==> config.mk <==
export PLATFORM = sky130hd
export DESIGN_NAME = fdhq_port
export DESIGN_NICKNAME = d
export VERILOG_FILES = /design/src/fdhq_port.v
export VERILOG_INCLUDE_DIRS = /design/src /design/src/src
export SDC_FILE = /design/constraint.sdc
export NUM_CORES = 1
export LEC_CHECK = 0
export ABC_CLOCK_PERIOD_IN_PS = 7400
export BUFFER_PORTS_ARGS = -buffer_cell sky130_fd_sc_hd__buf_2
export CAP_MARGIN = 10
export CORE_UTILIZATION = 45
export CTS_CLUSTER_DIAMETER = 40
export CTS_CLUSTER_SIZE = 28
export DETAILED_ROUTE_END_ITERATION = 7
export HOLD_SLACK_MARGIN = 0.08
export PLACE_DENSITY = 0.7
export SETUP_SLACK_MARGIN = 0.4
export SLEW_MARGIN = 10
export SYNTH_ARGS = -nofsm -noshare
export SYNTH_HDL_FRONTEND = slang
export SYNTH_SLANG_ARGS = --single-unit
==> constraint.sdc <==
create_clock -name clk_sys -period 7.4 [get_ports clk_sys]
set_clock_uncertainty 0.2 [all_clocks]
set_input_delay 0.74 -clock clk_sys [delete_from_list [all_inputs] [get_ports clk_sys]]
set_output_delay 0.74 -clock clk_sys [all_outputs]
set_load 0.01 [all_outputs]
==> src/fdhq_map.vh <==
`ifndef FDHQ_MAP_VH
`define FDHQ_MAP_VH

// APB register byte offsets.
`define FDHQ_OFF_CTRL 8'h00
`define FDHQ_OFF_STATUS 8'h04
`define FDHQ_OFF_TXDATA 8'h08
`define FDHQ_OFF_RXDATA 8'h0c
`define FDHQ_OFF_INT_STATUS 8'h10
`define FDHQ_OFF_INT_CLEAR 8'h14
`define FDHQ_OFF_INT_ENABLE 8'h18
`define FDHQ_OFF_COUNTS 8'h1c

// Control register fields.
`define FDHQ_CTRL_MODE_LO 0
`define FDHQ_CTRL_MODE_HI 1
`define FDHQ_CTRL_DMA_MODE 2
`define FDHQ_CTRL_START 3
`define FDHQ_CTRL_RESET 32'h0000_0000

// Operating mode codes.
`define FDHQ_MODE_BASE 2'h0
`define FDHQ_MODE_SPECIAL 2'h1
`define FDHQ_MODE_COMPAT 2'h2

// Operation register fields, loaded from the two low host data bits.
`define FDHQ_OPR_DMA_EN 0
`define FDHQ_OPR_RESET 2'h0
`define FDHQ_CCR_RESET 2'h0

// Data rate codes held in the control register.
`define FDHQ_RATE_500K 2'h0
`define FDHQ_RATE_300K 2'h1
`define FDHQ_RATE_250K 2'h2
`define FDHQ_RATE_125K 2'h3

// Interrupt status bit positions.
`define FDHQ_EV_DONE 0
`define FDHQ_EV_HOST_WR 1
`define FDHQ_EV_FLUX 2
`define FDHQ_EV_OPR_LOAD 3
`define FDHQ_EV_CCR_LOAD 4
`define FDHQ_EV_WIDTH 5

// Timing: system clock and the bit cell rates.
`define FDHQ_CLK_HZ 20000000
`define FDHQ_SECOND_CLK_HZ 9600000
`define FDHQ_RATE_500K_HZ 500000
`define FDHQ_RATE_300K_HZ 300000
`define FDHQ_RATE_250K_HZ 250000
`define FDHQ_RATE_125K_HZ 125000
`define FDHQ_DIV_500K (`FDHQ_CLK_HZ / `FDHQ_RATE_500K_HZ)
`define FDHQ_DIV_250K (`FDHQ_CLK_HZ / `FDHQ_RATE_250K_HZ)
`define FDHQ_DIV_125K (`FDHQ_CLK_HZ / `FDHQ_RATE_125K_HZ)
`define FDHQ_DIV_300K (`FDHQ_SECOND_CLK_HZ / `FDHQ_RATE_300K_HZ)

`endif

==> src/fdhq_port.v <==
// Chosen here: the register addresses and the APB interface to the registers.
`timescale 1ns/10ps
`include "fdhq_map.vh"

module fdhq_port (
  input wire clk_sys,
  input wire rst,
  input wire psel,
  input wire penable,
  input wire pwrite,
  input wire [7:0] paddr,
  input wire [31:0] pwdata,
  output reg pready,
  output reg [31:0] prdata,
  output reg pslverr,
  output reg irq,
  input wire host_rd_n,
  input wire host_wr_n,
  input wire host_cs_n,
  input wire host_a0,
  input wire [7:0] host_db_in,
  output reg [7:0] host_db_out,
  output reg host_db_oe,
  input wire dma_acknowledge_in_n,
  input wire transfer_count_done,
  output reg dma_request,
  output reg dma_request_oe,
  output reg host_irq,
  output reg host_irq_oe,
  input wire operation_reg_load_decode_n,
  input wire control_reg_load_decode_n,
  input wire media_swap_readback_enable_n,
  input wire media_swap_status_n,
  input wire raw_read_stream,
  input wire second_rate_clock
);

  localparam [2:0] ST_IDLE = 3'b001;
  localparam [2:0] ST_EXEC = 3'b010;
  localparam [2:0] ST_DONE = 3'b100;

  reg [1:0] mode;
  reg dma_mode;
  reg [2:0] state;
  reg [1:0] op_reg;
  reg [1:0] ctrl_reg;
  reg abnormal;
  reg done_pending;
  reg [7:0] tx_data;
  reg [7:0] rx_data;
  reg [`FDHQ_EV_WIDTH-1:0] int_status;
  reg [`FDHQ_EV_WIDTH-1:0] int_enable;
  reg [15:0] flux_count;
  reg [15:0] cell_count;
  reg [31:0] rate_cnt;
  reg raw_prev;
  reg sec_prev;
  reg opr_strobe_prev;
  reg ccr_strobe_prev;
  reg access_prev;

  wire dma_irq_output_enable = op_reg[`FDHQ_OPR_DMA_EN];
  wire mode_base = (mode == `FDHQ_MODE_BASE);
  wire mode_compat = (mode == `FDHQ_MODE_COMPAT);
  wire ack_seen = ~dma_acknowledge_in_n;
  wire busy = (state == ST_EXEC);

  // Host side access decode. A DMA acknowledge acts as a chip select with
  // the data port addressed.
  wire host_rd = ~host_rd_n;
  wire host_wr = ~host_wr_n;
  wire data_sel = (~host_cs_n & host_a0) | ack_seen;
  wire status_sel = ~host_cs_n & ~host_a0;
  wire data_access = data_sel & (host_rd | host_wr);
  wire access_start = data_access & ~access_prev;
  // Status writes are illegal and are simply dropped.
  wire data_write = access_start & host_wr;

  // Terminal count qualification per mode.
  reg count_taken;
  wire count_qualified = transfer_count_done & ack_seen;
  always @* begin
    count_taken = 1'b0;
    if (mode_compat) begin
      count_taken = count_qualified;
    end else if (mode_base) begin
      count_taken = dma_mode ? count_qualified : transfer_count_done;
    end else begin
      count_taken = dma_irq_output_enable ? count_qualified : transfer_count_done;
    end
  end

  // Load strobes are the decode inputs gated with the write strobe.
  wire opr_strobe = ~operation_reg_load_decode_n & host_wr;
  wire ccr_strobe = ~control_reg_load_decode_n & host_wr;
  wire opr_load = opr_strobe & ~opr_strobe_prev;
  wire ccr_load = ccr_strobe & ~ccr_strobe_prev;

  wire flux_edge = raw_prev & ~raw_read_stream;
  wire sec_rise = second_rate_clock & ~sec_prev;

  // APB decode.
  wire apb_access = psel & penable & ~pready;
  wire apb_write = psel & penable & pready & pwrite;
  wire apb_mapped = (paddr == `FDHQ_OFF_CTRL) || (paddr == `FDHQ_OFF_STATUS) ||
                    (paddr == `FDHQ_OFF_TXDATA) || (paddr == `FDHQ_OFF_RXDATA) ||
                    (paddr == `FDHQ_OFF_INT_STATUS) || (paddr == `FDHQ_OFF_INT_CLEAR) ||
                    (paddr == `FDHQ_OFF_INT_ENABLE) || (paddr == `FDHQ_OFF_COUNTS);
  wire start_cmd = apb_write & (paddr == `FDHQ_OFF_CTRL) & pwdata[`FDHQ_CTRL_START];

  // Bit cell divider. The 300 kbs cell counts rising edges of the second clock, so
  // that rate can only come from the control register setting.
  reg [31:0] rate_limit;
  reg use_second;
  always @* begin
    rate_limit = `FDHQ_DIV_500K;
    use_second = 1'b0;
    case (ctrl_reg)
      `FDHQ_RATE_500K: begin
        rate_limit = `FDHQ_DIV_500K;
      end
      `FDHQ_RATE_300K: begin
        rate_limit = `FDHQ_DIV_300K;
        use_second = 1'b1;
      end
      `FDHQ_RATE_250K: begin
        rate_limit = `FDHQ_DIV_250K;
      end
      `FDHQ_RATE_125K: begin
        rate_limit = `FDHQ_DIV_125K;
      end
      default: begin
        rate_limit = `FDHQ_DIV_500K;
      end
    endcase
  end
  wire rate_step = use_second ? sec_rise : 1'b1;
  wire cell_tick = rate_step & (rate_cnt >= rate_limit - 32'h1);

  // Event collection; hardware set wins over a software clear.
  wire [`FDHQ_EV_WIDTH-1:0] ev_set;
  assign ev_set[`FDHQ_EV_DONE] = busy & count_taken;
  assign ev_set[`FDHQ_EV_HOST_WR] = data_write;
  assign ev_set[`FDHQ_EV_FLUX] = flux_edge;
  assign ev_set[`FDHQ_EV_OPR_LOAD] = opr_load;
  assign ev_set[`FDHQ_EV_CCR_LOAD] = ccr_load;
  wire [`FDHQ_EV_WIDTH-1:0] ev_clr = (apb_write && paddr == `FDHQ_OFF_INT_CLEAR) ?
                                     pwdata[`FDHQ_EV_WIDTH-1:0] : {`FDHQ_EV_WIDTH{1'b0}};
  wire [`FDHQ_EV_WIDTH-1:0] next_int_status = (int_status & ~ev_clr) | ev_set;

  // Host interrupt pin value.
  wire next_host_irq = done_pending | (~dma_mode & busy & ~data_access);
  wire done_clear = access_start & host_rd & ~ack_seen;

  // Sequencer and command state.
  always @(posedge clk_sys) begin
    if (rst) begin
      state <= ST_IDLE;
      mode <= `FDHQ_MODE_BASE;
      dma_mode <= 1'b0;
      abnormal <= 1'b0;
      done_pending <= 1'b0;
    end else begin
      if (apb_write && paddr == `FDHQ_OFF_CTRL) begin
        mode <= pwdata[`FDHQ_CTRL_MODE_HI:`FDHQ_CTRL_MODE_LO];
        dma_mode <= pwdata[`FDHQ_CTRL_DMA_MODE];
      end
      case (state)
        ST_IDLE: begin
          if (start_cmd) begin
            state <= ST_EXEC;
            abnormal <= 1'b0;
          end
        end
        ST_EXEC: begin
          if (count_taken) begin
            state <= ST_DONE;
            abnormal <= mode_compat & ~dma_mode;
          end
        end
        ST_DONE: begin
          state <= ST_IDLE;
        end
        default: begin
          state <= ST_IDLE;
        end
      endcase
      if (busy && count_taken) begin
        done_pending <= 1'b1;
      end else if (done_clear) begin
        done_pending <= 1'b0;
      end
    end
  end

  // Host pin registers and edge history.
  always @(posedge clk_sys) begin
    if (rst) begin
      op_reg <= `FDHQ_OPR_RESET;
      ctrl_reg <= `FDHQ_CCR_RESET;
      rx_data <= 8'h00;
      raw_prev <= 1'b1;
      sec_prev <= 1'b0;
      opr_strobe_prev <= 1'b0;
      ccr_strobe_prev <= 1'b0;
      access_prev <= 1'b0;
      flux_count <= 16'h0000;
      cell_count <= 16'h0000;
      rate_cnt <= 32'h0;
    end else begin
      raw_prev <= raw_read_stream;
      sec_prev <= second_rate_clock;
      opr_strobe_prev <= opr_strobe;
      ccr_strobe_prev <= ccr_strobe;
      access_prev <= data_access;
      if (opr_load) begin
        op_reg <= host_db_in[1:0];
      end
      if (ccr_load) begin
        ctrl_reg <= host_db_in[1:0];
      end
      if (data_write) begin
        rx_data <= host_db_in;
      end
      if (flux_edge) begin
        flux_count <= flux_count + 16'h1;
      end
      if (cell_tick) begin
        rate_cnt <= 32'h0;
        cell_count <= cell_count + 16'h1;
      end else if (rate_step) begin
        rate_cnt <= rate_cnt + 32'h1;
      end
    end
  end

  // Host data bus, request and interrupt pins. Request and interrupt are
  // held as a value with its own enable so the bus can float them when the
  // host leaves the enable bit clear outside base mode.
  wire pins_enabled = mode_base | dma_irq_output_enable;
  wire [7:0] main_status = {~busy | ~data_access, dma_mode, ~dma_mode & busy, busy,
                            abnormal, 1'b0, op_reg};
  reg [7:0] next_db_out;
  reg next_db_oe;
  always @* begin
    next_db_out = 8'h00;
    next_db_oe = 1'b0;
    if (host_rd && data_sel) begin
      next_db_out = tx_data;
      next_db_oe = 1'b1;
    end else if (host_rd && status_sel) begin
      next_db_out = main_status;
      next_db_oe = 1'b1;
    end else if (host_rd && ~control_reg_load_decode_n && ~media_swap_readback_enable_n) begin
      next_db_out = {~media_swap_status_n, 7'h00};
      next_db_oe = 1'b1;
    end
  end

  always @(posedge clk_sys) begin
    if (rst) begin
      host_db_out <= 8'h00;
      host_db_oe <= 1'b0;
      dma_request <= 1'b0;
      dma_request_oe <= 1'b1;
      host_irq <= 1'b0;
      host_irq_oe <= 1'b1;
    end else begin
      host_db_out <= next_db_out;
      host_db_oe <= next_db_oe;
      // A served byte drops the request until its strobe ends.
      dma_request <= dma_mode & busy & ~count_taken & ~data_access;
      dma_request_oe <= pins_enabled;
      host_irq <= next_host_irq;
      host_irq_oe <= pins_enabled;
    end
  end

  // APB slave with one wait state; interrupt block.
  reg [31:0] next_prdata;
  always @* begin
    next_prdata = 32'h0;
    case (paddr)
      `FDHQ_OFF_CTRL: begin
        next_prdata = {29'h0, dma_mode, mode};
      end
      `FDHQ_OFF_STATUS: begin
        next_prdata = {16'h0, main_status, 1'b0, host_irq, dma_request, abnormal,
                       op_reg, ctrl_reg};
      end
      `FDHQ_OFF_TXDATA: begin
        next_prdata = {24'h0, tx_data};
      end
      `FDHQ_OFF_RXDATA: begin
        next_prdata = {24'h0, rx_data};
      end
      `FDHQ_OFF_INT_STATUS: begin
        next_prdata = {{(32 - `FDHQ_EV_WIDTH){1'b0}}, int_status};
      end
      `FDHQ_OFF_INT_ENABLE: begin
        next_prdata = {{(32 - `FDHQ_EV_WIDTH){1'b0}}, int_enable};
      end
      `FDHQ_OFF_COUNTS: begin
        next_prdata = {cell_count, flux_count};
      end
      default: begin
        next_prdata = 32'h0;
      end
    endcase
  end

  always @(posedge clk_sys) begin
    if (rst) begin
      pready <= 1'b0;
      prdata <= 32'h0;
      pslverr <= 1'b0;
      tx_data <= 8'h00;
      int_status <= {`FDHQ_EV_WIDTH{1'b0}};
      int_enable <= {`FDHQ_EV_WIDTH{1'b0}};
      irq <= 1'b0;
    end else begin
      pready <= apb_access;
      pslverr <= apb_access & ~apb_mapped;
      prdata <= (apb_access && !pwrite) ? next_prdata : 32'h0;
      if (apb_write && paddr == `FDHQ_OFF_TXDATA) begin
        tx_data <= pwdata[7:0];
      end
      if (apb_write && paddr == `FDHQ_OFF_INT_ENABLE) begin
        int_enable <= pwdata[`FDHQ_EV_WIDTH-1:0];
      end
      int_status <= next_int_status;
      irq <= |(next_int_status & int_enable);
    end
  end

endmodule

==> summary.txt, run 1 <==
Critical path
  – Worst-path cell chain: buf_2 -> buf_4 -> or3_1 -> nor2_1 -> o211ai_1 -> buf_4 -> a31oi_1
  – Slowest stage delay, CP: 0.76 ns
  – Worst setup EP type: flip-flop
  – Critical Path RT: 7.52 ns
  – Slowest cell on the critical path: nor2_1
  – Critical Path AT: 3.16 ns
  – Setup CP Type: in -> reg
  – Startpoint types: input pin
  – Most common cell on crit path: buf_4
  – Max FO, Critical Path: 96

STA
  – Least-Margin Pin Slew: 1.11 ns
  – Crit share post-route: 41.1%
  – RSZ-0062 raised after global routing: no
  – Final Hold Violating Endpoints: 0
  – Setup TNS Final: 0 ns
  – Max Clk Rate: 0.329 GHz
  – Max-slew violation count: 0
  – Setup violators final: 0
  – Clock period minus worst slack: 3.04 ns
  – Worst slew margin: 25.9%

GRT
  – GRT overflow: 0
  – Antenna violations before repair: 0
  – First-pass GRT wire length: 25300 µm
  – Overall routing resource usage: 22.0%
  – Largest net degree at the start of global routing: 97
  – Vias in the first global route: 4937

Pwr
  – Total power density per cell area: 229 nW/µm²
  – Logic pwr share: 4.1%
  – Int Pwr: 1.36 mW
  – Pleak: 2.87 nW
  – Switching Power: 0.386 mW
  – Power share of the clock group: 47.4%
  – Seq pwr share: 48.5%
  – Worst VDD drop: 0.165 mV
  – Switch share: 22.1%

Floorplan
  – Ports: 113
  – Die area: 14800 µm²
  – Placement Rows: 43
  – Core area: 13900 µm²
  – Width of the chip: 122 µm
  – Die Ht: 122 µm
  – Initial Util: 46.4%

Synthesis
  – Netlist cell types: 57
  – Mapped Nets: 804
  – Dominant synthesized flop cell: dfxtp_1
  – Synth area leader: dfxtp_1
  – Share of the synthesized area in the top cell type: 47.7%
  – Syn avg cell area: 8.84 µm²
  – Seq/Total Area, Yosys: 47.7%
  – Leading post-synthesis cells by cell area: dfxtp_1, nor2_1, xnor2_1
  – Synth Instances: 731
  – Post-synth EDFFs: 0
  – Flops & latches, synth: 154
  – Async set-or-reset flop fraction in the synthesized netlist: 0%
  – Ys Warns: 0
  – Post-Syn Area: 6460 µm²

CTS
  – # H-tree levels: 4
  – Total CTS buffers: 17
  – # clock sinks: 154
  – Clock Latency Late Sink: 0.42 ns
  – Post-CTS Setup Bufs: 0
  – Hold buffers post-CTS: 0
  – Clock transition at path regs: 0.06 ns
  – Post_cts resized: 0
  – Max Buffers Root-to-Sink: 2
  – CTS tree: yes
  – Root Driver: clkbuf_16

Finish
  – Commonest cells after routing, fill and taps aside: dfxtp_1, nor2_1, buf_2
  – Commonest non-fill, non-tap cell in the layout: dfxtp_1
  – Layout cells sized above 1: 17.7%
  – End-of-flow core utilization: 54.8%
  – Area grow syn2layout: 18.2%
  – Fin nets: 884
  – Fin cells: 1004
  – Antenna diodes: 0
  – Top Registers: prdata (32), rate_cnt (32)

Detailed routing
  – Pre-antenna DRT Iters: 5
  – Drt via density: 5.50
  – WL final: 15500 µm
  – Routed WL per cell: 15.5 µm
  – DRT iter0 DRCs: 475
  – Antenna Nets Post-Route: 0
  – Post-route DRC violation count: 0
  – Via count: 5524

Placed design
  – Post-DP HPWL: 10900 µm
  – Dpl cells: 971
  – RePlAce Congestion: 0.857
  – IO Port Bufs: 88

Job
  – Max Cap Viol: 0

Worst hold path
  – Type of the worst min-delay path: reg -> reg

Run status
  – Outcome: finished, final reports clean
metrics by stage:
step	area [µm²]	power, mW	hold WS, ns	setup slack (ns)
2_1_floorplan	6460	0.907	0.237	4.75
3_3_place_gp	7040	0.937	0.257	3.99
3_5_place_dp	7040	0.938	0.261	3.96
4_1_cts	7620	1.77	0.269	4.38
5_1_grt	7630	1.82	0.285	4.17
6_report	7630	1.75	0.263	4.36
power groups by stage:
stage	Combinational, mW	Clock (mW)	Sequential, mW
after floorplan	0.0429	0	0.864
after global placement	0.0703	0	0.867
after detailed placement	0.0709	0	0.867
after CTS	0.0713	0.847	0.849
after global routing	0.0794	0.887	0.850
final	0.0712	0.830	0.849
critical path, delay by kind of cell:
family / cells / cell delay [ns]
simple gates: 2 / 1.28
compound gates: 2 / 0.39
buf+inv: 3 / 0.75
logic make-up (layout without fill, tap and decap cells):
kind of cell / after synthesis / after routing / share of synthesized area, %
AND/OR/NAND/NOR: 344 / 344 / 27.2
flip-flops: 154 / 154 / 47.7
AO/OA/AOI/OAI: 114 / 114 / 11.4
buffers and inverters: 48 / 141 / 3.02
XOR/XNOR: 41 / 41 / 5.56
multiplexers: 22 / 22 / 3.51
adder cells (fa/ha/maj): 8 / 8 / 1.55
final cells by class:
cell class	count	area, µm²
clock buffers	22	484
clock inverters	10	91.3
fillers	1294	6300
inverters	13	48.8
multi-input cells	529	3190
flip-flops and latches	154	3080
well taps	180	225
repair buffers	96	508
Yosys cell counts, types with 2 or more instances:
master    instances
xnor2_1          31
inv_1            13
o21ai_0          11
xor2_1           10
a31oi_1           5
or3_1             8
and3b_1           2
o211ai_1          2
nor2_1          106
a41oi_1           2
dfxtp_1         154
or2_2             3
and4_1            6
a21boi_0          2
nor3b_1           3
buf_1             4
o31ai_1           7
nand2_1          57
a21oi_1          46
or4_1             6
nor4b_1           2
nor2b_1          13
a211oi_1          3
nand2b_1          7
and3_1           22
nor4_1           19
nand4_1          16
mux2i_1          17
and2_1            3
nor3_1           25
ha_1              8
mux2_2            5
clkbuf_1         23
nor4_4            2
a222oi_1          5
buf_2             5
a22oi_1          19
buf_4             2
nand3_1          37
a221oi_1          3
routing by layer:
metal	track usage (%)	up-vias	part of all wire, %
met2	35.1	128	48
li1	-	2771	-
met3	5.57	16	5.1
met4	7.79	0	1.2
met1	28.8	2609	45
met5	0	-	0
path summary, 6_finish.rpt:
| kind | startpoint | endpoint | slack, ns | depth (start not counted) |
|---|---|---|---|---|
| setup / recovery | rst | prdata[4]$_SDFF_PP0_ | 4.36 | 7 |
| hold / removal | host_irq$_SDFF_PP0_ | prdata[6]$_SDFF_PP0_ | 0.26 | 2 |
| setup reg to reg | ctrl_reg[1]$_SDFFE_PP0P_ | rate_cnt[25]$_SDFFE_PP0P_ | 4.64 | 9 |
| hold reg to reg | host_irq$_SDFF_PP0_ | prdata[6]$_SDFF_PP0_ | 0.26 | 2 |
(Power assumes the default switching activity.)
==> run 2, diff against run 1 <==
--- a/config.mk
+++ b/config.mk
@@ -6,7 +6,8 @@
 export SDC_FILE = /design/constraint.sdc
 export NUM_CORES = 1
 export LEC_CHECK = 0
-export ABC_CLOCK_PERIOD_IN_PS = 7400
+export ABC_AREA = 1
+export ABC_CLOCK_PERIOD_IN_PS = 2500
 export BUFFER_PORTS_ARGS = -buffer_cell sky130_fd_sc_hd__buf_2
 export CAP_MARGIN = 10
 export CORE_UTILIZATION = 45
@@ -14,7 +15,7 @@
 export CTS_CLUSTER_SIZE = 28
 export DETAILED_ROUTE_END_ITERATION = 7
 export HOLD_SLACK_MARGIN = 0.08
-export PLACE_DENSITY = 0.7
+export PLACE_DENSITY = 0.73
 export SETUP_SLACK_MARGIN = 0.4
 export SLEW_MARGIN = 10
 export SYNTH_ARGS = -nofsm -noshare
==> constraint.sdc (replaced) <==
create_clock -name clk_sys -period 2.5 [get_ports clk_sys]
set_clock_uncertainty 0.2 [all_clocks]
set_input_delay 0.25 -clock clk_sys [delete_from_list [all_inputs] [get_ports clk_sys]]
set_output_delay 0.25 -clock clk_sys [all_outputs]
set_load 0.01 [all_outputs]
==> summary.txt, run 2 <==
GRT
  – Largest net degree at the start of global routing: 45 (was 97)
  – Vias in the first global route: 6092 (was 4937)
  – Overall routing resource usage: 23.3% (was 22.0%)
  – Antenna violations before repair: 0 (unchanged)
  – First-pass GRT wire length: 29100 µm (was 25300 µm)
  – GRT overflow: 0 (unchanged)

Synthesis
  – Synth area leader: dfxtp_1 (unchanged)
  – Synth Instances: 933 (was 731)
  – Post-Synth Adder-Cell Area: 1.46% (was 1.55%)
  – Flops & latches, synth: 154 (unchanged)
  – Dominant synthesized flop cell: dfxtp_1 (unchanged)
  – Ys Warns: 0 (unchanged)
  – Syn avg cell area: 7.36 µm² (was 8.84 µm²)
  – Netlist cell types: 42 (was 57)
  – Seq/Total Area, Yosys: 44.9% (was 47.7%)
  – Post-synth EDFFs: 0 (unchanged)
  – Simple-gate share of the synthesized area: 29.0% (was 27.2%)
  – Post-Syn Area: 6870 µm² (was 6460 µm²)
  – Leading post-synthesis cells by cell area: dfxtp_1, nand2_1, a21oi_1 (was dfxtp_1, nor2_1, xnor2_1)
  – Mapped Nets: 1006 (was 804)
  – Most common library cells after synthesis: nand2_1, dfxtp_1, inv_1 (was dfxtp_1, nor2_1, nand2_1)
  – Async set-or-reset flop fraction in the synthesized netlist: 0% (unchanged)
  – Most frequent cell after synthesis: nand2_1 (was dfxtp_1)
  – Mux cell area share after synthesis: 0% (was 3.51%)
  – Synth Area in Compound Gates: 12.8% (was 11.4%)
  – Main combinational cell family by area after synthesis: simple AND/OR/NAND/NOR gates (unchanged)
  – Share of the synthesized area in the top cell type: 44.9% (was 47.7%)
  – Xor/xnor share of the synthesized area: 3.70% (was 5.56%)

Placed design
  – RePlAce Congestion: 0.932 (was 0.857)
  – Post-DP HPWL: 12500 µm (was 10900 µm)
  – IO Port Bufs: 88 (unchanged)
  – Dpl cells: 1195 (was 971)
  – Placed instance area: 7520 µm² (was 7040 µm²)

CTS
  – Max Buffers Root-to-Sink: 2 (unchanged)
  – CTS tree: yes (unchanged)
  – Total CTS buffers: 17 (unchanged)
  – Root Driver: clkbuf_16 (unchanged)
  – Clock Latency Late Sink: 0.43 ns (was 0.42 ns)
  – # clock sinks: 154 (unchanged)
  – # H-tree levels: 4 (unchanged)
  – Clock transition at path regs: 0.07 ns (was 0.06 ns)

Detailed routing
  – Post-route DRC violation count: 6 (was 0)
  – DR top layer: met4 (unchanged)
  – Antenna Nets Post-Route: 0 (unchanged)
  – WL final: 18100 µm (was 15500 µm)
  – Routed met1 length: 8040 µm (was 7060 µm)
  – Drt via density: 5.17 (was 5.50)
  – DR WL met3: 1090 µm (was 793 µm)
  – Routed WL per cell: 14.2 µm (was 15.5 µm)
  – DRT iter0 DRCs: 651 (was 475)
  – Via count: 6573 (was 5524)
  – Pre-antenna DRT Iters: 8 (was 5)
  – Met2 routed WL: 8550 µm (was 7490 µm)

Critical path
  – R2R depth: 12 (was 9)
  – Worst setup EP type: flip-flop (unchanged)
  – Critical Path RT: 2.64 ns (was 7.52 ns)
  – Max FO, Critical Path: 44 (was 96)
  – Critical Path AT: 2.14 ns (was 3.16 ns)
  – Setup CP Type: in -> reg (unchanged)
  – Startpoint types: input pin (unchanged)

Pwr
  – Pleak: 3.44 nW (was 2.87 nW)
  – Switching Power: 1.29 mW (was 0.386 mW)
  – Worst VDD drop: 0.455 mV (was 0.165 mV)
  – Total power density per cell area: 605 nW/µm² (was 229 nW/µm²)
  – Seq pwr share: 48.4% (was 48.5%)
  – Power share of the clock group: 45.7% (was 47.4%)
  – Switch share: 24.8% (was 22.1%)
  – Int Pwr: 3.90 mW (was 1.36 mW)
  – Logic pwr share: 5.8% (was 4.1%)

Finish
  – End-of-flow core utilization: 58.4% (was 54.8%)
  – Antenna diodes: 0 (unchanged)
  – Area grow syn2layout: 25.0% (was 18.2%)
  – Fin nets: 1147 (was 884)
  – Top Registers: prdata (32), rate_cnt (32) (unchanged)
  – Storage cell area: 3090 µm² (was 3080 µm²)
  – Fin area: 8590 µm² (was 7630 µm²)
  – Layout cells sized above 1: 18.4% (was 17.7%)
  – Multi-input gate area: 3330 µm² (was 3190 µm²)
  – Fin cells: 1271 (was 1004)
  – Commonest cells after routing, fill and taps aside: nand2_1, dfxtp_1, inv_1 (was dfxtp_1, nor2_1, buf_2)
  – Commonest non-fill, non-tap cell in the layout: nand2_1 (was dfxtp_1)
  – Fill count: 1310 (was 1294)

Floorplan
  – Initial Util: 46.7% (was 46.4%)
  – Core area: 14700 µm² (was 13900 µm²)
  – Placement Rows: 44 (was 43)
  – Die Ht: 126 µm (was 122 µm)
  – Width of the chip: 126 µm (was 122 µm)
  – Die area: 15800 µm² (was 14800 µm²)
  – Ports: 113 (unchanged)

STA
  – RSZ-0062 raised after global routing: no (unchanged)
  – Hold_ws: 0.0941 ns (was 0.263 ns)
  – Setup TNS Final: 0 ns (unchanged)
  – Clock period minus worst slack: 2.00 ns
  – Worst slew margin: 60.4% (was 25.9%)
  – Final Hold Violating Endpoints: 0 (unchanged)
  – Max-slew violation count: 0 (unchanged)
  – Crit share post-route: 80.1%
  – Setup violators final: 0 (unchanged)
  – Least-Margin Pin Slew: 0.586 ns (was 1.11 ns)
  – Max Clk Rate: 0.500 GHz

Run status
  – Outcome: finished with violations (was finished, final reports clean)
  – Failing checks: design-rule violations

Worst hold path
  – Worst hold path cell count: 5 (was 2)
  – Type of the worst min-delay path: in -> reg (was reg -> reg)

Job
  – Max Cap Viol: 0 (unchanged)
## run 2: final cells by class
class,count,share of cell area (%)
sequential,154,36.0
clock inverter,14,1.36
inverter,116,5.12
tap,184,2.68
multi-input combinational,641,38.7
clock buffer,18,5.00
timing repair buffer,144,11.1
## run 2: per-stage QoR
step | worst slack [ns] | power, mW
floorplan | 0.595 | 2.72
global placement | 0.268 | 2.81
detailed placement | 0.239 | 2.81
CTS | 0.425 | 5.20
global route | 0.401 | 5.39
finish | 0.498 | 5.19
## run 2: power by group through the flow
stage | Sequential [mW] | Combinational (mW) | Clock (mW)
finish | 2.51 | 0.303 | 2.37
global placement | 2.57 | 0.242 | 0
detailed placement | 2.57 | 0.246 | 0
CTS | 2.51 | 0.287 | 2.40
global route | 2.52 | 0.338 | 2.53
floorplan | 2.56 | 0.153 | 0
## run 2: worst max-delay path: stages
cell,delay [ns]
dlygate4sd3_1,0.52
buf_2,0.20
buf_4,0.27
clkinvlp_4,0.28
buf_8,0.27
o21ai_0,0.17
a21o_1,0.13
inv_1,0.03
## run 2: logic make-up (layout without fill, tap and decap cells)
group | Yosys count | after routing
simple gates | 435 | 437
compound gates | 167 | 167
flops | 154 | 154
buf+inv | 140 | 292
xor+xnor | 29 | 29
fa+ha+maj | 8 | 8
## run 2: timing repair
item                                   in CTS  in global routing
hold buffers                               33                  0
gates resized for setup                     3                 21
endpoints found under the hold margin      53                  0
cloned                                      0                  2
pin swaps                                   0                  5
setup endpoints to repair                  32                 54
setup buffers                               0                  9
## run 2: path summary, 6_finish.rpt
kind | slack, ns | startpoint | end
max reg2reg | 0.51 | rate_cnt[7]$_SDFFE_PP0P_ | cell_count[1]$_SDFFE_PP0P_
max | 0.50 | rst | host_db_out[7]$_SDFF_PP0_
min | 0.09 | paddr[2] | pslverr$_SDFF_PP0_
min reg2reg | 0.26 | rx_data[2]$_SDFFE_PP0P_ | rx_data[2]$_SDFFE_PP0P_
## run 2: metal layers
layer  vias up  track usage (%)
li1       3328                -
met1      2977             29.5
met2       240             38.5
met3        28             4.84
met4         0             9.76
met5         -                0
